### config.mk
export PLATFORM = sky130hd
export DESIGN_NAME = charge_pump_startup_sequencer
export DESIGN_NICKNAME = d
export VERILOG_FILES = /design/src/verilog/cps_pkg.sv /design/src/verilog/charge_pump_startup_sequencer.sv /design/src/verilog/clock_select.sv /design/src/verilog/down_timer.sv
export SDC_FILE = /design/constraint.sdc
export NUM_CORES = 1
export LEC_CHECK = 0
export ABC_AREA = 1
export BUFFER_PORTS_ARGS = -buffer_cell sky130_fd_sc_hd__buf_2
export CORE_AREA = 5 5 143 118
export CTS_CLUSTER_SIZE = 10
export DETAILED_ROUTE_END_ITERATION = 8
export DIE_AREA = 0 0 148 123
export PLACE_DENSITY = 0.62
export SETUP_SLACK_MARGIN = 0.3
export SYNTH_ARGS = -nofsm -noshare
export SYNTH_HDL_FRONTEND = slang
export SYNTH_SLANG_ARGS = --single-unit
export TNS_END_PERCENT = 10
### constraint.sdc
create_clock -name core_clk -period 2.45 [get_ports core_clk]
set_input_delay 0.245 -clock core_clk [delete_from_list [all_inputs] [get_ports core_clk]]
set_output_delay 0.245 -clock core_clk [all_outputs]
set_load 0.005 [all_outputs]
### src/verilog/cps_pkg.sv
package cps_pkg;
  localparam int unsigned CLK_HZ = 100_000_000;
  // Internal sync clock is twice the 270 kHz pump rate
  localparam int unsigned INT_SYNC_HZ = 540_000;
  localparam int unsigned SYNC_HALF_CYCLES = CLK_HZ / (2 * INT_SYNC_HZ);
  localparam int unsigned WD_PERIODS = 4;
  localparam int unsigned WD_CYCLES = WD_PERIODS * (CLK_HZ / INT_SYNC_HZ);
  localparam int unsigned SS_TIMEOUT_MS = 100;
  localparam int unsigned SS_TIMEOUT_CYCLES = (CLK_HZ / 1000) * SS_TIMEOUT_MS;
  localparam int unsigned SHUTDOWN_MS = 60;
  localparam int unsigned SHUTDOWN_CYCLES = (CLK_HZ / 1000) * SHUTDOWN_MS;

  localparam int unsigned ADDR_W = 4;
  localparam logic [ADDR_W-1:0] ADDR_CTRL = 4'h0;
  localparam logic [ADDR_W-1:0] ADDR_STATUS = 4'h4;
  localparam logic [ADDR_W-1:0] ADDR_COUNT = 4'h8;
  localparam int unsigned CTRL_RUN_BIT = 0;
  localparam logic CTRL_RUN_RESET = 1'b1;
  localparam int unsigned ST_STATE_LSB = 0;
  localparam int unsigned ST_EXT_MODE_BIT = 3;
  localparam int unsigned ST_EXT_ACTIVE_BIT = 4;
  localparam int unsigned ST_PULL_BIT = 5;
  localparam int unsigned ST_LINE_BIT = 6;
  localparam int unsigned ST_SHUTDOWN_BIT = 7;
  localparam int unsigned ST_ENABLE_BIT = 8;
  localparam int unsigned CNT_LATCH_LSB = 0;
  localparam int unsigned CNT_FALLBACK_LSB = 8;
  localparam logic [1:0] RESP_OKAY = 2'h0;
  localparam logic [1:0] RESP_SLVERR = 2'h2;

  typedef enum logic [2:0] {
    SEQ_STRAP,
    SEQ_IDLE,
    SEQ_PRECHARGE,
    SEQ_SOFT_START,
    SEQ_FULL_POWER,
    SEQ_LATCHED
  } seq_state_type;

  typedef struct packed {
    logic [ADDR_W-1:0] awaddr;
    logic awvalid;
    logic [31:0] wdata;
    logic [3:0] wstrb;
    logic wvalid;
    logic bready;
    logic [ADDR_W-1:0] araddr;
    logic arvalid;
    logic rready;
  } axil_req_type;

  typedef struct packed {
    logic awready;
    logic wready;
    logic [1:0] bresp;
    logic bvalid;
    logic arready;
    logic [31:0] rdata;
    logic [1:0] rresp;
    logic rvalid;
  } axil_rsp_type;

  typedef struct packed {
    logic turn_on_input;
    logic supply_above_lockout;
    logic precharge_done;
    logic output_rail_ok;
  } sense_type;

  typedef struct packed {
    logic switch_en;
    logic phase;
    logic current_limit;
    logic precharge;
    logic full_power;
  } pump_ctrl_type;
endpackage

### src/verilog/charge_pump_startup_sequencer.sv
// Notes on behaviour
// - Straps captured once after reset, before switching.
// - Grounded clock strap: internal clock driven out.
// - Floating clock strap: share pin is clock input.
// - Missing external clock falls back, then returns.
// - Pump toggles at half the reference clock.
// - Turn-on input is active high, comparator hysteresis.
// - Supply below lockout stops pump switching.
// - Pre-charge runs until reported complete.
// - Soft-start current limited, ends at rail threshold.
// - Soft-start timeout latches off until enable toggles.
// - Release pull-down at threshold; external pull-up.
// - Line held low externally keeps soft-start.
// - Line pulled low at full power: soft-start.
// - Shared line; full power after all finish.
// - Disabled device does not pull line low.
// - Enable falling holds line low shutdown period.
// - Line released only at rail threshold or in full power.
// - Line state undefined below supply lockout.
// - Pre-biased rail still pulls line low.
//
// The AXI4-Lite register port and the placing of the registers were left to the implementer.
module charge_pump_startup_sequencer
  import cps_pkg::*;
#(
  parameter int unsigned SS_TIMEOUT = SS_TIMEOUT_CYCLES,
  parameter int unsigned SHUTDOWN = SHUTDOWN_CYCLES
) (
  input wire logic core_clk,
  input wire logic arst_n,
  input wire axil_req_type axil_req,
  output axil_rsp_type axil_rsp,
  input wire sense_type sense,
  input wire logic clock_source_strap,
  input wire logic clock_share_in,
  output logic clock_share_out,
  output logic clock_share_oe,
  input wire logic power_ok_in,
  output logic power_ok_out,
  output logic power_ok_oe,
  output pump_ctrl_type pump
);
  localparam logic [7:0] CNT_ONE = 8'h01;

  typedef struct packed {
    seq_state_type seq;
    logic strap_ext;
    logic en_prev;
    logic run_en;
    logic pull;
    pump_ctrl_type pump;
    logic [7:0] latch_count;
    logic [7:0] fallback_count;
    logic aw_held;
    logic [ADDR_W-1:0] aw_addr;
    logic w_held;
    logic [31:0] w_data;
    logic [3:0] w_strb;
    logic bvalid;
    logic [1:0] bresp;
    logic rvalid;
    logic [31:0] rdata;
    logic [1:0] rresp;
  } main_type;

  main_type main_reg;
  main_type main_next;

  logic en;
  logic active;
  logic ss_load;
  logic ss_clear;
  logic ss_expire;
  logic sd_load;
  logic sd_active;
  logic ref_tick;
  logic ext_active;
  logic rail_done;
  logic latch_event;
  logic fallback_event;
  logic count_clear;
  logic aw_take;
  logic w_take;
  logic have_aw;
  logic have_w;
  logic [ADDR_W-1:0] wr_addr;
  logic [31:0] wr_data;
  logic [3:0] wr_strb;
  logic [31:0] status_word;
  logic [31:0] count_word;

  clock_select u_clock_select (
    .core_clk(core_clk),
    .arst_n(arst_n),
    .strap_valid(main_reg.seq != SEQ_STRAP),
    .ext_mode(main_reg.strap_ext),
    .clock_share_in(clock_share_in),
    .clock_share_out(clock_share_out),
    .clock_share_oe(clock_share_oe),
    .ref_tick(ref_tick),
    .ext_active(ext_active)
  );

  // Counts only while the rail is short of target
  down_timer #(
    .CYCLES(SS_TIMEOUT)
  ) u_ss_timer (
    .core_clk(core_clk),
    .arst_n(arst_n),
    .load(ss_load),
    .clear(ss_clear),
    .pause(sense.output_rail_ok),
    .active(),
    .expire(ss_expire)
  );

  down_timer #(
    .CYCLES(SHUTDOWN)
  ) u_sd_timer (
    .core_clk(core_clk),
    .arst_n(arst_n),
    .load(sd_load),
    .clear(en),
    .pause(1'b0),
    .active(sd_active),
    .expire()
  );

  always_comb begin
    main_next = main_reg;
    en = sense.turn_on_input && main_reg.run_en;
    active = en && sense.supply_above_lockout;
    rail_done = sense.output_rail_ok;
    latch_event = 1'b0;
    fallback_event = 1'b0;
    main_next.en_prev = en;
    sd_load = main_reg.en_prev && !en;

    unique case (main_reg.seq)
      SEQ_STRAP: begin
        // Taken once; strap moves later are ignored
        main_next.strap_ext = clock_source_strap;
        main_next.seq = SEQ_IDLE;
      end
      SEQ_IDLE: begin
        if (active) begin
          main_next.seq = SEQ_PRECHARGE;
        end
      end
      SEQ_PRECHARGE: begin
        if (!active) begin
          main_next.seq = SEQ_IDLE;
        end else if (sense.precharge_done) begin
          main_next.seq = SEQ_SOFT_START;
        end
      end
      SEQ_SOFT_START: begin
        if (!active) begin
          main_next.seq = SEQ_IDLE;
        end else if (ss_expire) begin
          main_next.seq = SEQ_LATCHED;
          latch_event = 1'b1;
        end else if (rail_done && power_ok_in) begin
          // Any other module still low keeps everyone here
          main_next.seq = SEQ_FULL_POWER;
        end
      end
      SEQ_FULL_POWER: begin
        if (!active) begin
          main_next.seq = SEQ_IDLE;
        end else if (!power_ok_in) begin
          main_next.seq = SEQ_SOFT_START;
          fallback_event = 1'b1;
        end
      end
      SEQ_LATCHED: begin
        // Only an enable low releases the latch
        if (!en) begin
          main_next.seq = SEQ_IDLE;
        end
      end
      default: begin
        main_next.seq = SEQ_IDLE;
      end
    endcase

    ss_load = main_next.seq == SEQ_SOFT_START && main_reg.seq != SEQ_SOFT_START;
    ss_clear = main_next.seq != SEQ_SOFT_START;

    // Pre-biased rail does not skip the pull-down
    // Below lockout the line is a don't-care, so pulling there is harmless
    main_next.pull = (en && !(main_next.seq == SEQ_FULL_POWER
      || (main_next.seq == SEQ_SOFT_START && rail_done)))
      || sd_load || sd_active;

    main_next.pump.switch_en = main_next.seq == SEQ_SOFT_START || main_next.seq == SEQ_FULL_POWER;
    main_next.pump.current_limit = main_next.seq == SEQ_SOFT_START;
    main_next.pump.precharge = main_next.seq == SEQ_PRECHARGE;
    main_next.pump.full_power = main_next.seq == SEQ_FULL_POWER;
    if (!main_next.pump.switch_en) begin
      main_next.pump.phase = 1'b0;
    end else if (ref_tick) begin
      main_next.pump.phase = !main_reg.pump.phase;
    end

    status_word = '0;
    status_word[ST_STATE_LSB +: 3] = main_reg.seq;
    status_word[ST_EXT_MODE_BIT] = main_reg.strap_ext;
    status_word[ST_EXT_ACTIVE_BIT] = ext_active;
    status_word[ST_PULL_BIT] = main_reg.pull;
    status_word[ST_LINE_BIT] = power_ok_in;
    status_word[ST_SHUTDOWN_BIT] = sd_active;
    status_word[ST_ENABLE_BIT] = en;
    count_word = '0;
    count_word[CNT_LATCH_LSB +: 8] = main_reg.latch_count;
    count_word[CNT_FALLBACK_LSB +: 8] = main_reg.fallback_count;

    // Write channel: address and data in either order
    aw_take = axil_req.awvalid && !main_reg.aw_held && !main_reg.bvalid;
    w_take = axil_req.wvalid && !main_reg.w_held && !main_reg.bvalid;
    have_aw = main_reg.aw_held || aw_take;
    have_w = main_reg.w_held || w_take;
    wr_addr = main_reg.aw_held ? main_reg.aw_addr : axil_req.awaddr;
    wr_data = main_reg.w_held ? main_reg.w_data : axil_req.wdata;
    wr_strb = main_reg.w_held ? main_reg.w_strb : axil_req.wstrb;
    count_clear = 1'b0;
    if (main_reg.bvalid && axil_req.bready) begin
      main_next.bvalid = 1'b0;
    end
    if (have_aw && have_w && !main_reg.bvalid) begin
      main_next.aw_held = 1'b0;
      main_next.w_held = 1'b0;
      main_next.bvalid = 1'b1;
      main_next.bresp = RESP_OKAY;
      if (wr_addr == ADDR_CTRL) begin
        if (wr_strb[0]) begin
          main_next.run_en = wr_data[CTRL_RUN_BIT];
        end
      end else if (wr_addr == ADDR_COUNT) begin
        count_clear = 1'b1;
      end else if (wr_addr != ADDR_STATUS) begin
        main_next.bresp = RESP_SLVERR;
      end
    end else begin
      if (aw_take) begin
        main_next.aw_held = 1'b1;
        main_next.aw_addr = axil_req.awaddr;
      end
      if (w_take) begin
        main_next.w_held = 1'b1;
        main_next.w_data = axil_req.wdata;
        main_next.w_strb = axil_req.wstrb;
      end
    end

    // An event in the clearing cycle still counts once
    if (count_clear) begin
      main_next.latch_count = latch_event ? CNT_ONE : '0;
      main_next.fallback_count = fallback_event ? CNT_ONE : '0;
    end else begin
      main_next.latch_count = main_reg.latch_count + (latch_event ? CNT_ONE : '0);
      main_next.fallback_count = main_reg.fallback_count + (fallback_event ? CNT_ONE : '0);
    end

    // Read channel: one outstanding read
    if (main_reg.rvalid && axil_req.rready) begin
      main_next.rvalid = 1'b0;
    end
    if (axil_req.arvalid && !main_reg.rvalid) begin
      main_next.rvalid = 1'b1;
      main_next.rresp = RESP_OKAY;
      unique case (axil_req.araddr)
        ADDR_CTRL: begin
          main_next.rdata = '0;
          main_next.rdata[CTRL_RUN_BIT] = main_reg.run_en;
        end
        ADDR_STATUS: begin
          main_next.rdata = status_word;
        end
        ADDR_COUNT: begin
          main_next.rdata = count_word;
        end
        default: begin
          main_next.rdata = '0;
          main_next.rresp = RESP_SLVERR;
        end
      endcase
    end
  end

  always_ff @(posedge core_clk or negedge arst_n) begin
    if (!arst_n) begin
      main_reg <= '0;
      main_reg.seq <= SEQ_STRAP;
      main_reg.run_en <= CTRL_RUN_RESET;
    end else begin
      main_reg <= main_next;
    end
  end

  // Open drain: only ever pulls low, pull-up is external
  assign power_ok_out = 1'b0;
  assign power_ok_oe = main_reg.pull;
  assign pump = main_reg.pump;

  assign axil_rsp.awready = !main_reg.aw_held && !main_reg.bvalid;
  assign axil_rsp.wready = !main_reg.w_held && !main_reg.bvalid;
  assign axil_rsp.bvalid = main_reg.bvalid;
  assign axil_rsp.bresp = main_reg.bresp;
  assign axil_rsp.arready = !main_reg.rvalid;
  assign axil_rsp.rvalid = main_reg.rvalid;
  assign axil_rsp.rdata = main_reg.rdata;
  assign axil_rsp.rresp = main_reg.rresp;
endmodule

### src/verilog/clock_select.sv
module clock_select
  import cps_pkg::*;
#(
  parameter int unsigned HALF = SYNC_HALF_CYCLES,
  parameter int unsigned WD = WD_CYCLES
) (
  input wire logic core_clk,
  input wire logic arst_n,
  input wire logic strap_valid,
  input wire logic ext_mode,
  input wire logic clock_share_in,
  output logic clock_share_out,
  output logic clock_share_oe,
  output logic ref_tick,
  output logic ext_active
);
  localparam int unsigned DW = $clog2(HALF + 1);
  localparam int unsigned WW = $clog2(WD + 1);
  localparam logic [DW-1:0] DIV_LAST = DW'(HALF - 1);
  localparam logic [DW-1:0] DIV_ONE = DW'(1);
  localparam logic [WW-1:0] WD_LAST = WW'(WD - 1);
  localparam logic [WW-1:0] WD_ONE = WW'(1);

  typedef struct packed {
    logic [DW-1:0] div;
    logic osc;
    logic in_prev;
    logic [WW-1:0] wd;
    logic missing;
  } clksel_type;

  clksel_type clk_reg;
  clksel_type clk_next;
  logic wrap;
  logic int_rise;
  logic ext_rise;

  always_comb begin
    clk_next = clk_reg;
    wrap = clk_reg.div == DIV_LAST;
    int_rise = wrap && !clk_reg.osc;
    ext_rise = clock_share_in && !clk_reg.in_prev;
    clk_next.in_prev = clock_share_in;
    if (wrap) begin
      clk_next.div = '0;
      clk_next.osc = !clk_reg.osc;
    end else begin
      clk_next.div = clk_reg.div + DIV_ONE;
    end
    // Fallback after silence, back to the external clock on its next edge
    if (ext_rise) begin
      clk_next.wd = '0;
      clk_next.missing = 1'b0;
    end else if (clk_reg.wd == WD_LAST) begin
      clk_next.missing = 1'b1;
    end else begin
      clk_next.wd = clk_reg.wd + WD_ONE;
    end
  end

  always_ff @(posedge core_clk or negedge arst_n) begin
    if (!arst_n) begin
      clk_reg <= '0;
      clk_reg.missing <= 1'b1;
    end else begin
      clk_reg <= clk_next;
    end
  end

  assign clock_share_out = clk_reg.osc;
  assign clock_share_oe = strap_valid && !ext_mode;
  assign ext_active = ext_mode && !clk_reg.missing;
  assign ref_tick = ext_active ? ext_rise : int_rise;
endmodule

### src/verilog/down_timer.sv
module down_timer
  import cps_pkg::*;
#(
  parameter int unsigned CYCLES = 1,
  parameter int unsigned W = $clog2(CYCLES + 1)
) (
  input wire logic core_clk,
  input wire logic arst_n,
  input wire logic load,
  input wire logic clear,
  input wire logic pause,
  output logic active,
  output logic expire
);
  typedef struct packed {
    logic [W-1:0] count;
  } timer_type;

  localparam logic [W-1:0] LOAD_VALUE = W'(CYCLES);
  localparam logic [W-1:0] ONE = W'(1);

  timer_type timer_reg;
  timer_type timer_next;

  always_comb begin
    timer_next = timer_reg;
    if (clear) begin
      timer_next.count = '0;
    end else if (load) begin
      timer_next.count = LOAD_VALUE;
    end else if (!pause && timer_reg.count != '0) begin
      timer_next.count = timer_reg.count - ONE;
    end
  end

  always_ff @(posedge core_clk or negedge arst_n) begin
    if (!arst_n) begin
      timer_reg <= '0;
    end else begin
      timer_reg <= timer_next;
    end
  end

  assign active = timer_reg.count != '0;
  // Independent of load and clear, so the caller may steer them from its next state
  assign expire = !pause && timer_reg.count == ONE;
endmodule
Word level (Yosys, flattened, before mapping)
Cells that the tools add are included.
{"block": "op_classes", "addsub": 6, "eq_ne": 19, "n_mux": 51, "n_bitwise": 1, "reduce_logical": 59}
{"operator": "$mux 24", "count": 3}
{"operator": "$mux 23", "count": 3}
{"operator": "$pmux 16 s3", "count": 1}
{"operator": "$mux 37", "count": 1}
{"operator": "$mux 35", "count": 1}
{"operator": "$mux 3", "count": 10}
{"operator": "$eq 24x1->1 const B", "count": 1}
{"operator": "$logic_and 1x1->1", "count": 24}
{"operator": "$reduce_bool 24->1", "count": 1}
{"operator": "$sub 24x1->24 const B", "count": 1}
{"operator": "$reduce_bool 23->1", "count": 1}
{"operator": "$sub 23x1->23 const B", "count": 1}
{"operator": "$mux 1", "count": 21}
{"operator": "$add 8x1->8", "count": 2}
{"operator": "$mux 16", "count": 1}
{"operator": "$pmux 3 s5", "count": 1}
{"operator": "$eq 3x2->1 const B", "count": 4}
{"operator": "$logic_not 1->1", "count": 12}
{"operator": "$mux 11", "count": 1}
{"operator": "$add 10x1->10 const B", "count": 1}
{"operator": "$eq 10x10->1 const B", "count": 1}
{"operator": "$mux 10", "count": 1}
{"operator": "$reduce_bool 2->1", "count": 5}
{"operator": "$eq 3x3->1 const B", "count": 3}
{"operator": "20 further kinds", "count": 35}
{"block": "word_totals", "regBits": 175, "input_bits": 58, "out_inout_bits": 50, "word_cells": 165}

Logic depth before layout (Yosys ltp)
Gate-level depths: netlist of run 1.
{"block": "depth", "ltp_word": 12, "depth_mapped": 14, "mapped_depth_nobuf": 14}

Modules after synthesis
Synthesis of run 1 repeated with hierarchy kept, for this count alone.
{"block": "unflattened", "cells_unflattened": 1012, "area_unflattened_um2": 7483.4}
{"module": "charge_pump_startup_sequencer", "n_inst": 1, "cells_per_inst": 391, "area_each_um2": 3135.5, "seq_area_each_um2": 1402.6}
{"module": "down_timer at u_ss_timer", "n_inst": 1, "cells_per_inst": 244, "area_each_um2": 1694.1, "seq_area_each_um2": 600.6}
{"module": "down_timer at u_sd_timer", "n_inst": 1, "cells_per_inst": 245, "area_each_um2": 1617.8, "seq_area_each_um2": 575.6}
{"module": "clock_select", "n_inst": 1, "cells_per_inst": 132, "area_each_um2": 1036.0, "seq_area_each_um2": 501.7}

Least setup slack after synthesis of run 1
No wires, ideal clock.
{"block": "synth_timing", "path_type": "reg-to-reg", "from": "register main_reg[102] (netlist name)", "to": "register main_reg, in the netlist count_word[6]", "setup_time_ns": 0.113, "arrival_time_ns": 1.985, "required_ns": 2.337, "slack_ns": 0.353, "path_stages_with_launch": 15, "n_path_buf": 0, "synth_period_minus_slack_ns": 2.097, "path_cell_list": "dfstp_2 -> nand2_1 -> nor2_4 -> inv_1 -> nor2_1 -> nand4_1 -> inv_1 -> ha_1 -> ha_1 -> nand2_1 -> nor3_1 -> nand2_1 -> xor2_1 -> nand2_1 -> inv_1"}
{"item": "start, declared", "line_no": "charge_pump_startup_sequencer.sv:66", "rtl": "main_type main_reg;"}
{"item": "start signal, assigned", "line_no": "charge_pump_startup_sequencer.sv:297", "rtl": "main_reg <= main_next;"}

==> results.md, run 1 <==
- Cells after Synth: between 800 and 900
- DR iter-0 viols: 326
- Crit path cell chain: nand2_2, nor2_4, inv_2, nor2_2, nand4_1, inv_2, ha_4, ha_4, nand2_4, nor3_4, nand2_1, xor2_1, nand2_1, inv_1
- Most frequent cells in the layout: 198 x nand2_1, 121 x nor2_1, 121 x dfrtp_1
- Vias in the first global route: between 5000 and 6000
- Commonest non-fill, non-tap cell in the layout: nand2_1
- P_leak: ~4.2 nW
- Hold path depth: 2
- Drt pass-1 iters: 6
- Core Region: around 15000 µm²
- Total Nets Final: ~1000
- Area leader, netlist: dfrtp_1
- Critical R2R Launch: main_reg[102]
- Asr flop ratio synth: 100.0%
- Hold path startpoint: axil_req[0]
- Initial antenna violation count: 2
- Post-Route WL: between 10000 and 15000 µm
- Max reg flops: 24
- CP Depth: 14
- Sink Count: about 120
- WS Path Type: register to register
- Share of cells above drive strength 1: 17.09%
- Area contributors post-synth: dfrtp_1 45%, nand2_1 11%, nor2_1 7.3%
- CTS tree: done
- Hold endpoint: axil_rsp[0]
- Port Buffers: 54
- Initial Util: between 40 and 50%
- Die W: between 100 and 150 µm
- Max Slew Vio Count: 0
- Max incr delay on CP: 0.54 ns
- Filler cell count: approximately 1500
- Clock root buffer: clkbuf_16
- Crit-path max FO: 3
- Capture point of the worst reg-to-reg path: count_word[6]
- Worst setup EP type: register
- DR WL/cell: 13.07 µm
- Critical Path Slowest Stage Cell: dfstp_2
- VDD IR max: roughly 0.53 mV
- Worst Path Arrival: 2.44 ns
- Hpwl dp: roughly 11000 µm
- Distinct cell type count after synthesis: 47
- Avg Cell Area, Syn: a little under 8 µm²
- Die Height: approximately 120 µm
- Vias per cell: 4.847
- Ys Warns: 0
- Tmin final: ~2.1 ns
- Layout Skew: 0.007007 ns
- Status: finished, final reports clean
- Setup TNS: 0 ns
- Post-synth EDFFs: 0
- Area delta synth->final: 16.44%
- Synth Flop Type: dfrtp_1
- Worst min path class: input port to register
- Gr usage total: between 10% and 20%
- Clock Latency Late Sink: roughly 0.42 ns
- Clock slew seen by the registers of the worst setup and hold paths: around 0.06 ns
- Placed Cells: ~1100
- RSZ-0062 raised after global routing: true
- Max-Cap Viols: 0
- Largest net degree at the start of global routing: slightly above 80
- Vias: between 5000 and 6000
- Deepest clock path buffer count: 2
- Seq/Total Area, Yosys: 45.59%
- CTS H-tree lvls: 4
- FMAX: between 0.4 and 0.5 GHz
- Io pins: 108
- Post-Layout Cell Count: 1141
- Placer Congestion: 0.8500
- CTS Buf Count: 17
- Critical path startpoint category: register
- Die area: ~18000 µm²
- Antenna Diode Count: 0
- Top cell type's share of synthesized area: 44.81%
- # rows: 41
- Final Hold Vio Count: 0
- First-pass GRT wire length: 25440 µm
- Yosys reg bits: ~120
- Mapped Area: 6756 µm²
- Delay-heaviest family, CP: simple AND/OR/NAND/NOR gates
- Crit path buffers/inverters: 3
- Final period util: 86.57%
- CP required: about 2.8 ns
- Post-DRT Antenna Nets: 0
- DRC viols: 0
- # setup viols final: 0
- R2r setup slk: between 0.3 and 0.4 ns
- Congestion Overflow GR: 0
- Final hold slack: about 0.028 ns
- Reg2Reg Depth: 14
- Pwr Density: approximately 960 nW/µm²
## report_power, final
part	leakage (nW)	internal (mW)	total, mW	switching, mW
Clock	0.285	1.60	2.54	0.946
Combinational	2.26	0.854	2.28	1.43
Sequential	1.61	2.43	2.76	0.330
## routing by layer
layer | global-route usage (%) | wire (µm) | vias to the layer above
met5 | 0 | 21 | -
met4 | 6.578 | 83 | 4
met3 | 4.214 | 950 | 10
met2 | 25.55 | 6176 | 128
met1 | 25.06 | 7683 | 2535
li1 | - | - | 2853
## layout make-up
| cell class | instances | area, µm² | area share, % |
|---|---|---|---|
| clock inverter | 15 | 175.2 | 2.226 |
| clock buffer | 17 | 425.4 | 5.407 |
| tap | 193 | 241.5 | 3.069 |
| inverter | 112 | 420.4 | 5.344 |
| multi-input combinational | 604 | 3059 | 38.88 |
| sequential | 123 | 3080 | 39.15 |
| timing repair buffer | 77 | 465.4 | 5.916 |
## cell usage after synthesis, types with 4 or more instances
cell,number
nand3b_1,5
nand3_1,51
buf_4,44
o22ai_1,5
and3_1,5
clkbuf_1,5
nand2_1,200
nand4_1,7
nor4_1,6
dfrtp_1,121
nor3_1,27
buf_2,4
a21oi_1,29
o21ai_0,34
nor2_2,7
xnor2_1,7
inv_1,108
or2_2,5
a31oi_1,6
ha_1,10
xor2_1,21
nor2_1,131
## cells by family (layout without fill, tap and decap cells)
logic type,after synthesis,after routing,synth area share [%]
other,1,19,0.05550
AO/OA/AOI/OAI,87,87,7.352
XOR/XNOR,28,28,3.630
multiplexers,3,3,0.4815
flip-flops,123,123,45.59
AND/OR/NAND/NOR,457,457,29.19
adder cells (fa/ha/maj),10,10,1.852
buffers and inverters,166,221,11.85
## repair_timing
action / CTS / global route
buffers inserted: 1 / 2
endpoints found under the hold margin: 13 / 0
endpoints found under the setup margin: 2 / 29
hold buffers: 3 / 0
pin swaps: 1 / 10
gates resized for setup: 5 / 28
## how the worst max path moves through the flow
stage                        startpoint       endpoint  slack [ns]
2_1_floorplan             main_reg[102]  count_word[6]        0.35
3_3_place_gp              main_reg[102]  count_word[6]        0.28
3_5_place_dp              main_reg[102]  count_word[6]        0.20
4_1_cts        u_ss_timer.timer_reg[19]  count_word[6]        0.30
5_1_grt                   main_reg[102]  count_word[6]        0.16
6_report                  main_reg[102]  count_word[6]        0.33
## per-stage QoR
| stage | setup slack (ns) | power (mW) | util [%] | cell area (µm²) |
|---|---|---|---|---|
| 3_3_place_gp | 0.2842 | 4.968 | 46.28 | 7098 |
| 2_1_floorplan | 0.3527 | 4.444 | - | 6824 |
| 5_1_grt | 0.1624 | 8.153 | 51.29 | 7868 |
| 6_report | 0.3290 | 7.582 | 51.29 | 7868 |
| 4_1_cts | 0.3012 | 7.626 | 50.55 | 7754 |
| 3_5_place_dp | 0.2003 | 5.006 | 46.28 | 7098 |
Note: power is estimated with default switching activity, not from simulation.
==> run 2: changes to the inputs <==
--- a/config.mk
+++ b/config.mk
@@ -11,7 +11,7 @@
 export CTS_CLUSTER_SIZE = 10
 export DETAILED_ROUTE_END_ITERATION = 8
 export DIE_AREA = 0 0 148 123
-export PLACE_DENSITY = 0.62
+export PLACE_DENSITY = 0.65
 export SETUP_SLACK_MARGIN = 0.3
 export SYNTH_ARGS = -nofsm -noshare
 export SYNTH_HDL_FRONTEND = slang
==> run 2 against run 1 <==
Final area shrank 0.24%. Via count decreased by 0.40%. Sequential cell count unchanged. Clock skew grew 0.00052 ns. Fmax is 1.8% lower. Highest routed layer unchanged. Largest power group unchanged.
==> results.md, run 2 (same netlist as run 1, synthesis figures left out) <==
- Status: finished, final reports clean (unchanged)
- CTS H-tree lvls: 4 (unchanged)
- CP required: 2.76 ns (about the same)
- Most frequent cells in the layout: 197 x nand2_1, 121 x nor2_1, 120 x dfrtp_1 (was 198 x nand2_1, 121 x nor2_1, 121 x dfrtp_1)
- Comb pwr share: 31.0% (was 30.1%)
- Crit-path max FO: 3 (unchanged)
- Vias per cell: 4.806 (was 4.847)
- # setup viols final: 0 (unchanged)
- Vias: 5508 (was 5530)
- DRC viols: 0 (unchanged)
- Congestion Overflow GR: 0 (unchanged)
- First-pass GRT wire length: 24540 µm (was 25440 µm)
- Max-Cap Viols: 0 (unchanged)
- FMAX: 0.4632 GHz (was 0.4715 GHz)
- Clk pwr share: 31.7% (was 33.5%)
- Layout Skew: 0.007531 ns (was 0.007007 ns)
- Worst Path Arrival: 2.47 ns (was 2.44 ns)
- Final period util: 88.11% (was 86.57%)
- Tmin final: 2.159 ns (was 2.121 ns)
- Gr usage total: 16.76% (was 17.42%)
- Hold path depth: 2 (unchanged)
- Initial antenna violation count: 2 (unchanged)
- DR iter-0 viols: 252 (was 326)
- Initial Util: 44.05% (unchanged)
- Capture point of the worst reg-to-reg path: count_word[6] (unchanged)
- Area delta synth->final: 16.17% (was 16.44%)
- Reg2Reg Depth: 14 (unchanged)
- Worst min path class: input port to register (unchanged)
- Sink Count: 123 (unchanged)
- Clock Latency Late Sink: 0.42 ns (about the same)
- Final Hold Vio Count: 0 (unchanged)
- Drt pass-1 iters: 4 (was 6)
- CTS Buf Count: 17 (unchanged)
- Hpwl dp: 10640 µm (was 10900 µm)
- RSZ-0062 raised after global routing: true (unchanged)
- Io pins: 108 (unchanged)
- Port Buffers: 54 (unchanged)
- Setup TNS: 0 ns (unchanged)
- WS Path Type: register to register (unchanged)
- Share of cells above drive strength 1: 17.21% (was 17.09%)
- VDD IR max: 0.5962 mV (was 0.5319 mV)
- Die W: 148 µm (unchanged)
- Post-Route WL: 14490 µm (was 14920 µm)
- Placer Congestion: 0.8754 (was 0.8500)
- Commonest non-fill, non-tap cell in the layout: nand2_1 (unchanged)
- Core Region: 15340 µm² (unchanged)
- Clock root buffer: clkbuf_16 (unchanged)
- Total net switching power: 2.682 mW (was 2.703 mW)
- Critical R2R Launch: main_reg[102] (unchanged)
- Sequential power share: 37.2% (was 36.4%)
- Critical path startpoint category: register (unchanged)
- Deepest clock path buffer count: 2 (unchanged)
- DR WL/cell: 12.64 µm (was 13.07 µm)
- R2r setup slk: 0.29 ns (was 0.33 ns)
- Clock slew seen by the registers of the worst setup and hold paths: 0.06 ns (about the same)
- Internal power: 4.731 mW (was 4.879 mW)
- Max Slew Vio Count: 0 (unchanged)
- Total Nets Final: 1008 (was 1003)
- Largest net degree at the start of global routing: 62 (was 83)
- Die area: 18200 µm² (unchanged)
- Total power: 7.413 mW (was 7.582 mW)
- Max reg flops: 24 (unchanged)
- Vias in the first global route: 5200 (was 5280)
- Switching Share: 36.18% (was 35.65%)
- CTS tree: done (unchanged)
- Die Height: 123 µm (unchanged)
- P_leak: 4.153 nW (was 4.158 nW)
- Antenna Diode Count: 0 (unchanged)
- Pwr Density: 944.5 nW/µm² (was 963.7 nW/µm²)
- Worst setup EP type: register (unchanged)
- Post-DRT Antenna Nets: 0 (unchanged)
- Hold endpoint: axil_rsp[0] (unchanged)
- Hold path startpoint: axil_req[0] (unchanged)
- # rows: 41 (unchanged)
## run 2: cell count changes in the layout (fill, tap and decap cells not counted), sizes merged
cell / change
buf: +5
bufinv: -2
clkbuf: +2
clkinv: -1
clkinvlp: +1
## run 2: worst max path at each step
stage	from	to	slack (ns)
2_1_floorplan	main_reg[102]	count_word[6]	0.35
3_5_place_dp	main_reg[102]	count_word[6]	0.18
4_1_cts	u_ss_timer.timer_reg[5]	count_word[6]	0.31
3_3_place_gp	main_reg[102]	count_word[6]	0.24
5_1_grt	u_ss_timer.timer_reg[10]	count_word[6]	0.20
6_report	main_reg[102]	count_word[6]	0.29
## run 2: final cells by class
type | count | area [µm²]
clock buffer | 19 | 442.9
clock inverter | 13 | 121.4
fill | 1473 | 7490
inverter | 112 | 420.4
multi-input combinational | 604 | 3038
sequential | 123 | 3082
tap | 193 | 241.5
timing repair buffer | 82 | 503.0
## run 2: what timing repair did
item,4_1_cts,5_1_grt
hold buffers,3,0
pin swaps,1,8
buffers inserted,2,5
endpoints found under the setup margin,2,18
resized for setup,7,23
hold endpoints to repair,35,0
## run 2: routing by layer
layer	share of wire [%]	GRT usage (%)	vias to the layer above
met2	41	24.47	111
met5	0.23	0	-
li1	-	-	2849
met3	5.8	4.874	14
met4	0.92	5.366	4
met1	52	24.12	2530
## run 2: through the flow
stage	setup WS, ns	utilization (%)	instance area [µm²]	hold slack, ns	cells
6_report	0.2912	51.17	7849	0.02455	1146
5_1_grt	0.2009	51.17	7849	0.04933	1146
4_1_cts	0.3132	50.44	7737	0.006876	1141
3_5_place_dp	0.1755	46.33	7106	0.2422	1104
3_3_place_gp	0.2403	46.33	7106	0.2423	1104
2_1_floorplan	0.3527	-	6824	-0.05059	893
## run 2: power groups by stage
stage | sequential (mW) | combinational (mW) | clock [mW]
6_report | 2.76 | 2.30 | 2.35
5_1_grt | 2.81 | 2.65 | 2.51
4_1_cts | 2.75 | 2.25 | 2.41
3_5_place_dp | 2.79 | 2.21 | 0
3_3_place_gp | 2.79 | 2.17 | 0
2_1_floorplan | 2.70 | 1.74 | 0
## run 2: critical path, cell delays in order (launching register included)
cell and delay [ns]:
dfstp_2 0.55, nand2_2 0.07, nor2_4 0.09, inv_2 0.06
nor2_4 0.10, nand4_1 0.17, inv_2 0.12, ha_4 0.15
ha_4 0.13, nand2_2 0.07, nor3_2 0.19, nand2_1 0.09
xor2_1 0.14, nand2_1 0.07, inv_1 0.04
==> run 3: changes to the inputs <==
--- a/config.mk
+++ b/config.mk
@@ -7,13 +7,14 @@
 export LEC_CHECK = 0
 export ABC_AREA = 1
 export BUFFER_PORTS_ARGS = -buffer_cell sky130_fd_sc_hd__buf_2
-export CORE_AREA = 5 5 143 118
+export CORE_AREA = 5 5 133 110
 export CTS_CLUSTER_SIZE = 10
 export DETAILED_ROUTE_END_ITERATION = 8
-export DIE_AREA = 0 0 148 123
-export PLACE_DENSITY = 0.65
+export DIE_AREA = 0 0 138 115
+export PLACE_DENSITY = 0.8
 export SETUP_SLACK_MARGIN = 0.3
 export SYNTH_ARGS = -nofsm -noshare
 export SYNTH_HDL_FRONTEND = slang
+export SYNTH_HIERARCHICAL = 1
 export SYNTH_SLANG_ARGS = --single-unit
 export TNS_END_PERCENT = 10
==> run 3 against run 2 <==
Wire length is 27% higher. Synthesized area grew 10%. Critical path type unchanged. First-iteration DRC count is 72% higher. Total power is 14% higher. Hold slack worse by 0.012 ns. Via count up 22%.
==> results.md, run 3 <==
- Delay-heaviest family, CP: simple AND/OR/NAND/NOR gates (unchanged)
- Critical Path Slowest Stage Cell: dfrtp_1 (was dfstp_2)
- Hpwl dp: 11840 µm (was 10640 µm)
- Vias per cell: 5.218 (was 4.806)
- Mapped Area: 7447 µm² (was 6756 µm²)
- Ys Warns: 6 (was 0)
- Largest net degree at the start of global routing: 55 (was 62)
- Initial Util: 56.34% (was 44.05%)
- Post-Route WL: 18430 µm (was 14490 µm)
- Crit path buffers/inverters: 4 (was 3)
- Crit-path max FO: 6 (was 3)
- Clock root buffer: clkbuf_16 (unchanged)
- CP Depth: 17 (was 14)
- Status: finished, final reports clean (unchanged)
- Final design utilization: 67.34% (was 51.17%)
- Cells after Synth: 1007 (was 875)
- Max incr delay on CP: 0.41 ns (was 0.55 ns)
- VDD IR max: 0.6844 mV (was 0.5962 mV)
- Critical path startpoint category: register (unchanged)
- Final Hold Vio Count: 0 (unchanged)
- Share of cells above drive strength 1: 23.94% (was 17.21%)
- Slew @ Worst Pin: 0.5199 ns
- Die W: 138 µm (was 148 µm)
- Layout Skew: 0.009884 ns (was 0.007531 ns)
- Sink Count: 123 (unchanged)
- Placer Congestion: 0.8806 (was 0.8754)
- CTS tree: done (unchanged)
- Worst min path class: input port to register (unchanged)
- Clock Latency Late Sink: 0.42 ns (about the same)
- Max reg flops: 24 (unchanged)
- Io pins: 108 (unchanged)
- CTS H-tree lvls: 4 (unchanged)
- Final period util: 95.38% (was 88.11%)
- Final hold slack: 0.01229 ns (was 0.02455 ns)
- DR iter-0 viols: 434 (was 252)
- Cell repeated most along the worst path: nor2_2
- First-pass GRT wire length: 30390 µm (was 24540 µm)
- Most frequent cells in the layout: 260 x nand2_1, 128 x nor2_1, 121 x dfrtp_1 (was 197 x nand2_1, 121 x nor2_1, 120 x dfrtp_1)
- CP required: 2.80 ns (was 2.76 ns)
- Congestion Overflow GR: 0 (unchanged)
- Drt pass-1 iters: 6 (was 4)
- Deepest clock path buffer count: 2 (unchanged)
- Clock slew seen by the registers of the worst setup and hold paths: 0.06 ns (about the same)
- Pwr Density: 953.5 nW/µm² (was 944.5 nW/µm²)
- Filler cell count: 1042 (was 1473)
- RSZ-0062 raised after global routing: true (unchanged)
- Avg Cell Area, Syn: 7.395 µm² (was 7.722 µm²)
- DRC viols: 0 (unchanged)
- Initial antenna violation count: 0 (was 2)
- Port Buffers: 54 (unchanged)
- Area delta synth->final: 19.52% (was 16.17%)
- Gr usage total: 23.15% (was 16.76%)
- Placed cell areas: 7840 µm² (was 7106 µm²)
- Worst setup EP type: register (unchanged)
- P_leak: 4.742 nW (was 4.153 nW)
- DR WL/cell: 14.32 µm (was 12.64 µm)
- WS Path Type: register to register (unchanged)
- Die Height: 115 µm (was 123 µm)
- Max-Cap Viols: 0 (unchanged)
- Max Slew Vio Count: 0 (unchanged)
- Post-DRT Antenna Nets: 0 (unchanged)
- Tmin final: 2.337 ns (was 2.159 ns)
- Worst Path Arrival: 2.68 ns (was 2.47 ns)
- Hold path depth: 2 (unchanged)
- Vias in the first global route: 6595 (was 5200)
- Core Region: 13220 µm² (was 15340 µm²)
- # rows: 38 (was 41)
- Crit path cell chain: nor2_2, nand2_2, nor2_4, nand3_2, nor2_2, inv_2, nand3_2, nand2_1, nand2_1, nor2_2, nand2_2, nand2_4, buf_12, nor2_4, buf_6, clkinvlp_4, nor2_1 (was nand2_2, nor2_4, inv_2, nor2_4, nand4_1, inv_2, ha_4, ha_4, nand2_2, nor3_2, nand2_1, xor2_1, nand2_1, inv_1)
- Commonest non-fill, non-tap cell in the layout: nand2_1 (unchanged)
- Die area: 15870 µm² (was 18200 µm²)
- Reg2Reg Depth: 17 (was 14)
- CTS Buf Count: 17 (unchanged)
- Antenna Diode Count: 0 (unchanged)
- Relative slew slack: roughly two thirds
- FMAX: 0.4279 GHz (was 0.4632 GHz)
- Final instance area: 8901 µm² (was 7849 µm²)
- Total Nets Final: 1162 (was 1008)
- # setup viols final: 0 (unchanged)
- Vias: 6715 (was 5508)
run 3: layer usage:
layer  part of all wire, %  GRT usage (%)  wire length [µm]  up-vias
met5                     0              0                 0        -
met3                   5.5          4.491              1016       32
met2                    50          39.34              9161      231
met4                   1.6          8.822               296        0
met1                    43          29.76              7953     3154
li1                      -              -                 -     3298
run 3: worst paths after layout:
check	end	slack, ns	startpoint
max in group asynchronous	u_clock_select/clk_reg[0]	1.42	arst_n
worst min register to register	axil_rsp[18]	0.48	axil_rsp[18]
worst max-delay path	u_ss_timer/timer_reg[14]	0.11	u_ss_timer/timer_reg[13]
worst min-delay path	axil_rsp[36]	0.01	axil_req[6]
min in group asynchronous	u_clock_select/clk_reg[8]	0.34	arst_n
worst max register to register	u_ss_timer/timer_reg[14]	0.11	u_ss_timer/timer_reg[13]
run 3: worst register-to-register path, cell delays in order, from the launching register on:
cell        delay, ns
dfrtp_1          0.41
nor2_2           0.15
nand2_2          0.08
nor2_4           0.13
nand3_2          0.08
nor2_2           0.15
inv_2            0.09
nand3_2          0.06
nand2_1          0.05
nand2_1          0.10
nor2_2           0.05
nand2_2          0.09
nand2_4          0.09
buf_12           0.14
nor2_4           0.14
buf_6            0.14
clkinvlp_4       0.17
nor2_1           0.15
run 3: repair_timing:
action | 4_1_cts | 5_1_grt
endpoints found under the hold margin | 34 | 0
pin swaps | 19 | 19
hold buffers | 2 | 0
setup buffers | 20 | 3
gates cloned | 1 | 0
setup endpoints to repair | 29 | 33
gates resized for setup | 26 | 35
run 3: stage by stage:
step	power (mW)	setup TNS [ns]	std cells	setup slack, ns
2_1_floorplan	4.873	0	1026	0.2742
3_3_place_gp	5.346	0	1229	0.01531
3_5_place_dp	5.441	-0.1364	1229	-0.06839
4_1_cts	8.385	0	1284	0.2015
5_1_grt	9.018	-0.1788	1287	-0.03638
6_report	8.487	0	1287	0.1132
run 3: layout make-up:
type,count,area (µm²),share of cell area (%)
Multi-Input combinational cell,720,3751,42.14
Sequential cell,123,3080,34.61
Timing Repair Buffer,104,689.4,7.745
Inverter,127,498.0,5.595
Clock buffer,22,464.2,5.215
Tap cell,180,225.2,2.530
Clock inverter,10,187.7,2.109
Timing Repair inverter,1,5.005,0.05623
run 3: power by group:
group / switching [mW] / total [mW] / internal (mW) / leakage [nW]
logic: 1.86 / 2.90 / 1.04 / 2.81
registers: 0.390 / 2.80 / 2.41 / 1.62
clock network: 0.926 / 2.79 / 1.86 / 0.311
total: 3.18 / 8.49 / 5.31 / 4.74
